## src/dcuo_params.svh

```systemverilog
`ifndef DCUO_PARAMS_SVH
`define DCUO_PARAMS_SVH
//======================================================================
//======================================================================
`define DCUO_FRAME_BITS 32
`define DCUO_CMD_HI 27
`define DCUO_CMD_LO 24
`define DCUO_ADDR_HI 23
`define DCUO_ADDR_LO 20
`define DCUO_DATA_HI 19
`define DCUO_DATA_LO 4
`define DCUO_CLRSEL_HI 1
`define DCUO_CLRSEL_LO 0
`define DCUO_OVR_HI 3
`define DCUO_OVR_LO 0
`define DCUO_CMD_WRITE_INPUT 4'h0
`define DCUO_CMD_CLEAR_CODE 4'h5
`define DCUO_CMD_OVERRIDE 4'h6
`define DCUO_ADDR_ALL 4'hF
`define DCUO_CLRSEL_ZERO 2'h0
`define DCUO_CLRSEL_MID 2'h1
`define DCUO_CLRSEL_FULL 2'h2
`define DCUO_CLRSEL_NOP 2'h3
`define DCUO_CODE_ZERO 16'h0000
`define DCUO_CODE_MID 16'h8000
`define DCUO_CODE_FULL 16'hFFFF
`define DCUO_RST_CLRSEL 2'h0
`define DCUO_RST_OVR 4'h0
`define DCUO_RST_CODE 16'h0000
`endif

```

## src/dcuo_pkg.sv

```systemverilog
package dcuo_pkg;
   typedef logic [15:0] dcuo_code_t;
   typedef enum logic [1:0] {
      DCUO_IDLE,
      DCUO_SHIFT,
      DCUO_DONE
   } dcuo_frame_t;
endpackage

```

## src/dcuo_pin_sync.sv

```systemverilog
`timescale 1ns/100ps
module dcuo_pin_sync #(
   parameter logic INIT = 1'b1
) (
   input wire logic sys_clk,
   input wire logic nrst,
   input wire logic pin,
   output logic level,
   output logic fall
);
   import dcuo_pkg::*;

   logic s1_reg, s2_reg, s3_reg;
   logic level_reg, level_next;
   logic fall_reg, fall_next;

   // A change counts only once the second and third stages agree.
   always_comb begin
      level_next = level_reg;
      if (s2_reg == s3_reg) begin
         level_next = s2_reg;
      end
      fall_next = level_reg & ~level_next;
   end

   always_ff @(posedge sys_clk) begin
      if (!nrst) begin
         s1_reg <= INIT;
         s2_reg <= INIT;
         s3_reg <= INIT;
         level_reg <= INIT;
         fall_reg <= 1'b0;
      end else begin
         s1_reg <= pin;
         s2_reg <= s1_reg;
         s3_reg <= s2_reg;
         level_reg <= level_next;
         fall_reg <= fall_next;
      end
   end

   assign level = level_reg;
   assign fall = fall_reg;
endmodule

```

## src/dcuo_top.sv

```systemverilog
`timescale 1ns/100ps
`include "dcuo_params.svh"
module dcuo_top #(
   parameter int CHANNELS = 4
) (
   input wire logic sys_clk,
   input wire logic nrst,
   input wire logic serial_clk,
   input wire logic frame_sync_n,
   input wire logic serial_din,
   input wire logic load_outputs_n,
   input wire logic async_clear_n,
   output dcuo_pkg::dcuo_code_t dac_value_a,
   output dcuo_pkg::dcuo_code_t dac_value_b,
   output dcuo_pkg::dcuo_code_t dac_value_c,
   output dcuo_pkg::dcuo_code_t dac_value_d,
   output logic [1:0] clear_value_select,
   output logic [3:0] channel_update_override,
   output logic clear_mode,
   output logic frame_done
);
   import dcuo_pkg::*;

   //===================================================================
   // Pin synchronisers
   //===================================================================
   logic sclk_level, sclk_fall;
   logic sync_level, din_level;
   logic load_level, clear_fall;

   dcuo_pin_sync #(.INIT(1'b1)) u_sclk (
      .sys_clk(sys_clk),
      .nrst(nrst),
      .pin(serial_clk),
      .level(sclk_level),
      .fall(sclk_fall)
   );
   dcuo_pin_sync #(.INIT(1'b1)) u_sync (
      .sys_clk(sys_clk),
      .nrst(nrst),
      .pin(frame_sync_n),
      .level(sync_level),
      .fall()
   );
   dcuo_pin_sync #(.INIT(1'b0)) u_din (
      .sys_clk(sys_clk),
      .nrst(nrst),
      .pin(serial_din),
      .level(din_level),
      .fall()
   );
   dcuo_pin_sync #(.INIT(1'b1)) u_load (
      .sys_clk(sys_clk),
      .nrst(nrst),
      .pin(load_outputs_n),
      .level(load_level),
      .fall()
   );
   // The clear pin is delayed like the serial pins, so the abort lines up with the frame.
   dcuo_pin_sync #(.INIT(1'b1)) u_clear (
      .sys_clk(sys_clk),
      .nrst(nrst),
      .pin(async_clear_n),
      .level(),
      .fall(clear_fall)
   );

   //===================================================================
   // Frame receiver
   //===================================================================
   dcuo_frame_t state_reg, state_next;
   logic [4:0] count_reg, count_next;
   logic [31:0] shift_reg, shift_next;
   logic complete;
   logic [31:0] word;
   logic [3:0] cmd;
   logic [3:0] addr;
   dcuo_code_t data;

   assign word = {shift_reg[30:0], din_level};
   assign cmd = word[`DCUO_CMD_HI:`DCUO_CMD_LO];
   assign addr = word[`DCUO_ADDR_HI:`DCUO_ADDR_LO];
   assign data = word[`DCUO_DATA_HI:`DCUO_DATA_LO];

   always_comb begin
      state_next = state_reg;
      count_next = count_reg;
      shift_next = shift_reg;
      complete = 1'b0;
      case (state_reg)
         DCUO_IDLE: begin
            count_next = 5'h00;
            if (!sync_level) begin
               state_next = DCUO_SHIFT;
            end
         end
         DCUO_SHIFT: begin
            if (sync_level) begin
               state_next = DCUO_IDLE;
            end else if (sclk_fall) begin
               shift_next = word;
               count_next = count_reg + 5'h01;
               // frame ends on 32nd falling edge
               if (count_reg == 5'(`DCUO_FRAME_BITS - 1)) begin
                  complete = 1'b1;
                  state_next = DCUO_DONE;
               end
            end
         end
         DCUO_DONE: begin
            if (sync_level) begin
               state_next = DCUO_IDLE;
            end
         end
         default: begin
            state_next = DCUO_IDLE;
         end
      endcase
      if (clear_fall) begin
         complete = 1'b0;
         state_next = DCUO_DONE;
      end
   end

   always_ff @(posedge sys_clk) begin
      if (!nrst) begin
         state_reg <= DCUO_IDLE;
         count_reg <= 5'h00;
         shift_reg <= 32'h00000000;
      end else begin
         state_reg <= state_next;
         count_reg <= count_next;
         shift_reg <= shift_next;
      end
   end

   //===================================================================
   // Configuration and channel registers
   //===================================================================
   logic [1:0] clrsel_reg, clrsel_next;
   logic [3:0] ovr_reg, ovr_next;
   logic clear_mode_reg, clear_mode_next;
   logic done_reg;
   dcuo_code_t input_reg [CHANNELS];
   dcuo_code_t input_next [CHANNELS];
   dcuo_code_t dac_reg [CHANNELS];
   dcuo_code_t dac_next [CHANNELS];
   dcuo_code_t clear_code;
   logic clear_hit;
   logic write_hit;

   always_comb begin
      clrsel_next = clrsel_reg;
      ovr_next = ovr_reg;
      clear_mode_next = clear_mode_reg;
      clear_code = `DCUO_CODE_ZERO;
      clear_hit = 1'b0;
      write_hit = 1'b0;
      case (clrsel_reg)
         `DCUO_CLRSEL_ZERO: begin
            clear_code = `DCUO_CODE_ZERO;
            clear_hit = clear_fall;
         end
         `DCUO_CLRSEL_MID: begin
            clear_code = `DCUO_CODE_MID;
            clear_hit = clear_fall;
         end
         `DCUO_CLRSEL_FULL: begin
            clear_code = `DCUO_CODE_FULL;
            clear_hit = clear_fall;
         end
         default: begin
            clear_hit = 1'b0;
         end
      endcase
      if (complete) begin
         // next completed frame of any command ends clear mode
         clear_mode_next = 1'b0;
         case (cmd)
            `DCUO_CMD_CLEAR_CODE: begin
               clrsel_next = word[`DCUO_CLRSEL_HI:`DCUO_CLRSEL_LO];
            end
            `DCUO_CMD_OVERRIDE: begin
               ovr_next = word[`DCUO_OVR_HI:`DCUO_OVR_LO];
            end
            `DCUO_CMD_WRITE_INPUT: begin
               write_hit = 1'b1;
            end
            default: begin
               write_hit = 1'b0;
            end
         endcase
      end
      if (clear_fall) begin
         clear_mode_next = 1'b1;
      end
      for (int i = 0; i < CHANNELS; i++) begin
         input_next[i] = input_reg[i];
         dac_next[i] = dac_reg[i];
         if (write_hit && (addr == `DCUO_ADDR_ALL || addr == 4'(i))) begin
            input_next[i] = data;
         end
         // pin low moves input to output
         if (ovr_reg[i] || !load_level) begin
            dac_next[i] = input_next[i];
         end
         if (clear_hit) begin
            input_next[i] = clear_code;
            dac_next[i] = clear_code;
         end
      end
   end

   always_ff @(posedge sys_clk) begin
      if (!nrst) begin
         clrsel_reg <= `DCUO_RST_CLRSEL;
         ovr_reg <= `DCUO_RST_OVR;
         clear_mode_reg <= 1'b0;
         done_reg <= 1'b0;
         for (int i = 0; i < CHANNELS; i++) begin
            input_reg[i] <= `DCUO_RST_CODE;
            dac_reg[i] <= `DCUO_RST_CODE;
         end
      end else begin
         clrsel_reg <= clrsel_next;
         ovr_reg <= ovr_next;
         clear_mode_reg <= clear_mode_next;
         done_reg <= complete;
         for (int i = 0; i < CHANNELS; i++) begin
            input_reg[i] <= input_next[i];
            dac_reg[i] <= dac_next[i];
         end
      end
   end

   assign dac_value_a = dac_reg[0];
   assign dac_value_b = dac_reg[1];
   assign dac_value_c = dac_reg[2];
   assign dac_value_d = dac_reg[3];
   assign clear_value_select = clrsel_reg;
   assign channel_update_override = ovr_reg;
   assign clear_mode = clear_mode_reg;
   assign frame_done = done_reg;
endmodule

```

## config.mk

```make
export PLATFORM = sky130hd
export DESIGN_NAME = dcuo_top
export DESIGN_NICKNAME = d
export VERILOG_FILES = /design/src/dcuo_pkg.sv /design/src/dcuo_pin_sync.sv /design/src/dcuo_top.sv
export VERILOG_INCLUDE_DIRS = /design/src
export SDC_FILE = /design/constraint.sdc
export NUM_CORES = 1
export LEC_CHECK = 0
export ABC_AREA = 1
export BUFFER_PORTS_ARGS = -buffer_cell sky130_fd_sc_hd__buf_2
export CAP_MARGIN = 20
export CORE_ASPECT_RATIO = 0.9
export CORE_UTILIZATION = 25
export CTS_BUF_LIST = sky130_fd_sc_hd__clkbuf_4 sky130_fd_sc_hd__clkbuf_8
export DETAILED_ROUTE_END_ITERATION = 10
export GPL_ROUTABILITY_DRIVEN = 0
export PLACE_DENSITY = 0.44
export SLEW_MARGIN = 25
export SYNTH_ARGS = -nofsm -noshare
export SYNTH_HDL_FRONTEND = slang
export SYNTH_SLANG_ARGS = --single-unit
```

## constraint.sdc

```tcl
create_clock -name sys_clk -period 3.5 [get_ports sys_clk]
set_input_delay 0.875 -clock sys_clk [delete_from_list [all_inputs] [get_ports sys_clk]]
set_output_delay 0.875 -clock sys_clk [all_outputs]
set_load 0.02 [all_outputs]
```

==> results.toml, run 1 <==
[logic_synthesis]
synth_area_leaders = "dfxtp_1 (45%), inv_1 (11%), nand3_1 (9.2%)"
synth_top_cell_by_area = "dfxtp_1"
syn-cell-area_um2 = 8520
yosys_warnings = 0
ys_seq_area_frac = 0.451
ys.flop_type = "dfxtp_1"
syn_inst = 1131
synth_edf_count = 0
netlist_top_cells_count = "inv_1 (239), dfxtp_1 (192), nand3_1 (157)"
synth_top_area_share = 0.451
synth.most_common_cell = "inv_1"
avgSynthCellArea_um2 = 7.53
async_reset_ff_frac = 0
syn_nets = 1142
synth_seq_cells = 192
yosysUniqueCellTypes = 29

[floorplanning]
dieArea_um2 = 34800
core_um2 = 33300
chipHeight_um = 177
pin_count = 79
start_util = 0.256
rows = 63
die_w_um = 197

[grt]
grt_start_max_net_pins = 70
antenna_found_initial = 0
grt_pass1_wl_um = 36000
grt.total_usage = 0.132
grt_overflow_total = 0
grt_pass1_vias = 6590

[power]
peakVddDrop_v = 0.000218
pwr_density_cell_nw_per_um2 = 397
total_power_uw = 3810
power.leakage_uw = 0.00477

[critical_path]
cp.arrival_ns = 2.67
critPathBufInv = 3
slowest_stage = "dfxtp_1"
cp_common_cell = "nand3_1"
end_kind = "register"
critPathKind = "register to register"
max_stage_delay_ns = 0.40
crit_required_ns = 3.89
crit_chain = "ha_1 > nand2_1 > nor2_1 > ha_1 > inv_1 > nor2_2 > nand3_2 > nor2_4 > buf_12 > nand3_1 > nand3_1 > nand3_1 > nand2_1 > inv_1"
cp_top_family = "simple AND/OR/NAND/NOR gates"
crit_fanout = 64
critPathLaunchType = "register"

[cts]
cts_tree = "built"
htreeDepth = 4
cts_buffers = 17
clk_pin_slew_ns = 0.12
cts_setup_buffers = 0
clockBufferDepth = 2
cts_root_buf = "clkbuf_8"
cts_resized = 0
cts.sinks = 192
cts_hold_buf = 0
worstSkewPairLatency_ns = 0.49

[cells_and_area]
area_growth_pct = 12.7
drive_above_1_share = 0.203
nNetsFinal = 1178
diodes = 0
fillers = 3702

[sta]
slew_viol_final = 0
setup_viol = 0
rsz0062_at_grt = "no"
timing.fmax_mhz = 439
tightest_slew_ns = 0.738
hold_viol = 0
relSlewSlack = 0.508
setup_tns_ns = 0
fin_crit_sh = 0.651
clock_skew_ns = 0.0179
period_minus_slack_ns = 2.28

[route]
dr_total_vias = 6837
routed_wl_um = 22100
drtAntennaViolNets = 0
initialDrtViolationCount = 504
drc = 0
avgRoutedWirePerCell_um = 13.5
drt_pass1_iterations = 5
vias_per_cell = 4.18

[place]
io_buffers = 78
hpwl_um = 14000

[min_path]
hold_class = "register to register"

[run]
max_cap_violations = 0

[run_status]
status = "complete, no violations"
worst register-to-register path: cells and delay by family, from the launching register on:
family	cells	cell delay, ns
simple gates	9	1.08
flops	1	0.40
fa+ha+maj	2	0.37
buf+inv	3	0.36
metal layers:
metal	track usage	vias up	wire length [µm]
met4	0.0397	0	284
met3	0.0280	18	714
met2	0.208	101	9790
met1	0.181	3109	11300
li1	-	3609	-
met5	0	-	0
report_power, final:
group	leakage, µW	switching, µW	internal, µW	total (µW)
clock	0.000198	928	602	1530
sequential	0.00155	4.54	2200	2200
combinational	0.00302	57.7	23.7	81.4
cell families (layout without fill, tap and decap cells):
family          Yosys count  in the layout  synth area share
simple gates            413            413             0.266
flops                   192            192             0.451
fa+ha+maj                 6              6           0.00822
buf+inv                 315            364             0.153
compound gates          205            205             0.121
path summary, 6_finish.rpt:
check                           slack, ns      startpoint  cells after the start        endpoint
worst max-delay path                 1.22    count_reg[0]                     14   dac_reg[1][4]
worst min-delay path                 0.40  u_clear.s1_reg                      1  u_clear.s2_reg
worst max register to register       1.22    count_reg[0]                     14   dac_reg[1][4]
worst min register to register       0.40  u_clear.s1_reg                      1  u_clear.s2_reg
metrics by stage:
| stage | util | area [µm²] | worst slack [ns] | hold WS [ns] | std cells |
|---|---|---|---|---|---|
| final | 0.289 | 9600 | 1.22 | 0.403 | 1635 |
| after global routing | 0.289 | 9600 | 0.929 | 0.418 | 1635 |
| after CTS | 0.289 | 9600 | 1.21 | 0.408 | 1635 |
| after detailed placement | 0.277 | 9200 | 1.23 | 0.399 | 1603 |
| after global placement | 0.277 | 9200 | 1.28 | 0.396 | 1603 |
| after floorplan | - | 8520 | 1.59 | 0.390 | 1131 |
layout make-up:
type	count	area (µm²)	area share
Clock inverter	15	163	0.0169
Multi-Input combinational cell	624	3380	0.352
Tap cell	455	569	0.0593
Timing Repair Buffer	89	498	0.0519
Clock buffer	17	234	0.0244
Sequential cell	192	3840	0.400
Inverter	243	912	0.0950
cell usage in the layout, fill, tap and decap left out:
| cell | count |
|---|---|
| a21oi_1 | 102 |
| a311oi_1 | 1 |
| a31oi_1 | 1 |
| buf_12 | 2 |
| buf_2 | 78 |
| buf_4 | 9 |
| bufinv_16 | 1 |
| clkbuf_8 | 17 |
| clkinv_1 | 1 |
| clkinv_4 | 1 |
| clkinvlp_4 | 2 |
| dfxtp_1 | 192 |
| ha_1 | 4 |
| inv_1 | 237 |
| inv_2 | 5 |
| inv_6 | 6 |
| inv_8 | 5 |
| maj3_1 | 2 |
| nand2_1 | 113 |
| nand2_2 | 46 |
| nand2_4 | 2 |
| nand3_1 | 157 |
| nand3_2 | 43 |
| nand3_4 | 4 |
| nand4_1 | 1 |
| nor2_1 | 27 |
| nor2_2 | 1 |
| nor2_4 | 3 |
| nor2_8 | 1 |
| nor3_1 | 2 |
| o211ai_1 | 1 |
| o21ai_0 | 100 |
| or2_2 | 13 |
Power figures use the tool's default switching activity.
==> inputs of run 2 (changes only) <==
--- a/config.mk
+++ b/config.mk
@@ -14,7 +14,7 @@
 export CTS_BUF_LIST = sky130_fd_sc_hd__clkbuf_4 sky130_fd_sc_hd__clkbuf_8
 export DETAILED_ROUTE_END_ITERATION = 10
 export GPL_ROUTABILITY_DRIVEN = 0
-export PLACE_DENSITY = 0.44
+export PLACE_DENSITY = 0.46
 export SLEW_MARGIN = 25
 export SYNTH_ARGS = -nofsm -noshare
 export SYNTH_HDL_FRONTEND = slang
==> constraint.sdc (replaced) <==
create_clock -name sys_clk -period 2 [get_ports sys_clk]
set_input_delay 0.5 -clock sys_clk [delete_from_list [all_inputs] [get_ports sys_clk]]
set_output_delay 0.5 -clock sys_clk [all_outputs]
set_load 0.02 [all_outputs]
==> results.toml, run 2 (synthesized netlist as in run 1, its figures left out) <==
[route]
avgRoutedWirePerCell_um = 13.9
dr_total_vias = 7194
drtAntennaViolNets = 0
routed_wl_um = 23300
vias_per_cell = 4.29
initialDrtViolationCount = 377
drt_pass1_iterations = 4
drc = 0

[grt]
grt_overflow_total = 0
grt_pass1_wl_um = 36800
grt_pass1_vias = 6710
antenna_found_initial = 0
grt.total_usage = 0.135
grt_start_max_net_pins = 57

[sta]
rsz0062_at_grt = "yes"
clock_skew_ns = 0.0199
relSlewSlack = 0.600
hold_viol = 0
tightest_slew_ns = 0.596
period_minus_slack_ns = 2.05
setup_ws_ns = -0.0487
timing.fmax_mhz = 488
slew_viol_final = 0
fin_crit_sh = 1.02
setup_viol = 40

[floorplanning]
pin_count = 79
rows = 63
core_um2 = 33300
die_w_um = 197
dieArea_um2 = 34800
start_util = 0.256
chipHeight_um = 177

[critical_path]
critPathLaunchType = "register"
cp.arrival_ns = 2.47
crit_fanout = 16
crit_chain = "ha_4 > nand2_4 > nor2_4 > ha_4 > inv_2 > nor2_4 > buf_6 > inv_4 > nor2_8 > buf_4 > nand3_4 > buf_12 > nand2_2 > nand3_2 > buf_4 > a21oi_1"
crit_required_ns = 2.42
max_stage_delay_ns = 0.37
cp_top_family = "buffers and inverters"
critPathKind = "register to register"
slowest_stage = "dfxtp_2"
end_kind = "register"
critPathBufInv = 6

[cts]
htreeDepth = 4
clk_pin_slew_ns = 0.12
cts_root_buf = "clkbuf_8"
cts_buffers = 17
clockBufferDepth = 2
cts.sinks = 192
cts_tree = "built"
cts_hold_buf = 0
worstSkewPairLatency_ns = 0.49

[cells_and_area]
nNetsFinal = 1221
final_cell_area_um2 = 10900
diodes = 0
final_cell_mix = "inv_1 (236), dfxtp_1 (190), nand3_1 (105), nand2_1 (101), o21ai_0 (97)"
utilization = 0.326
area_growth_pct = 27.4
fillers = 3555
drive_above_1_share = 0.304
layout_commonest_cell = "inv_1"

[place]
place_area_um2 = 9530
hpwl_um = 14800
io_buffers = 78

[power]
peakVddDrop_v = 0.000385
power.leakage_uw = 0.00516
pwr_density_cell_nw_per_um2 = 615

[run]
max_cap_violations = 0

[min_path]
hold_class = "input port to register"

[run_status]
status = "complete, but fails checks"
violations = "negative setup slack"
run 2: per-stage QoR:
step | hold WS [ns] | setup WS (ns) | setup TNS (ns) | power (µW) | std cells
2_1_floorplan | 0.390 | 0.0876 | 0 | 4030 | 1131
3_3_place_gp | 0.397 | -0.0393 | -0.250 | 4090 | 1628
3_5_place_dp | 0.397 | -0.0795 | -2.27 | 4090 | 1628
4_1_cts | 0.155 | -0.0567 | -0.719 | 6750 | 1674
5_1_grt | 0.156 | -0.185 | -14.30 | 6950 | 1678
6_report | 0.183 | -0.0487 | -0.716 | 6670 | 1678
run 2: final timing paths:
kind                            depth (start not counted)                to          start  slack [ns]
worst max register to register                         16  input_reg[3][13]   count_reg[0]       -0.05
worst min register to register                          1     u_load.s2_reg  u_load.s1_reg        0.40
worst max-delay path                                   16  input_reg[3][13]   count_reg[0]       -0.05
worst min-delay path                                    2     u_sclk.s1_reg     serial_clk        0.18
run 2: report_power, final:
group | total, µW | internal (µW) | switching [µW]
Combinational | 152 | 45.6 | 106
Sequential | 3850 | 3840 | 8.12
Clock | 2670 | 1050 | 1620
Total | 6670 | 4940 | 1740
run 2: cell type report:
class,count,area (µm²),area share
Tap cell,455,569,0.0524
Clock inverter,15,165,0.0152
Multi-Input combinational cell,624,4010,0.370
Clock buffer,17,234,0.0216
Sequential cell,192,3850,0.354
Timing Repair Buffer,132,1110,0.103
Inverter,243,915,0.0843
run 2: metal layers:
layer	vias up	GRT usage	wire length [µm]
met3	14	0.0278	792
met1	3368	0.188	11800
met2	101	0.212	10500
met5	-	0	0
li1	3711	-	-
met4	0	0.0323	250
run 2: repair_timing:
action / in CTS / in global routing
pin swaps: 5 / 59
gates cloned: 3 / 3
setup buffers: 11 / 2
endpoints found under the hold margin: 0 / 0
resized for setup: 31 / 114
endpoints found under the setup margin: 93 / 134
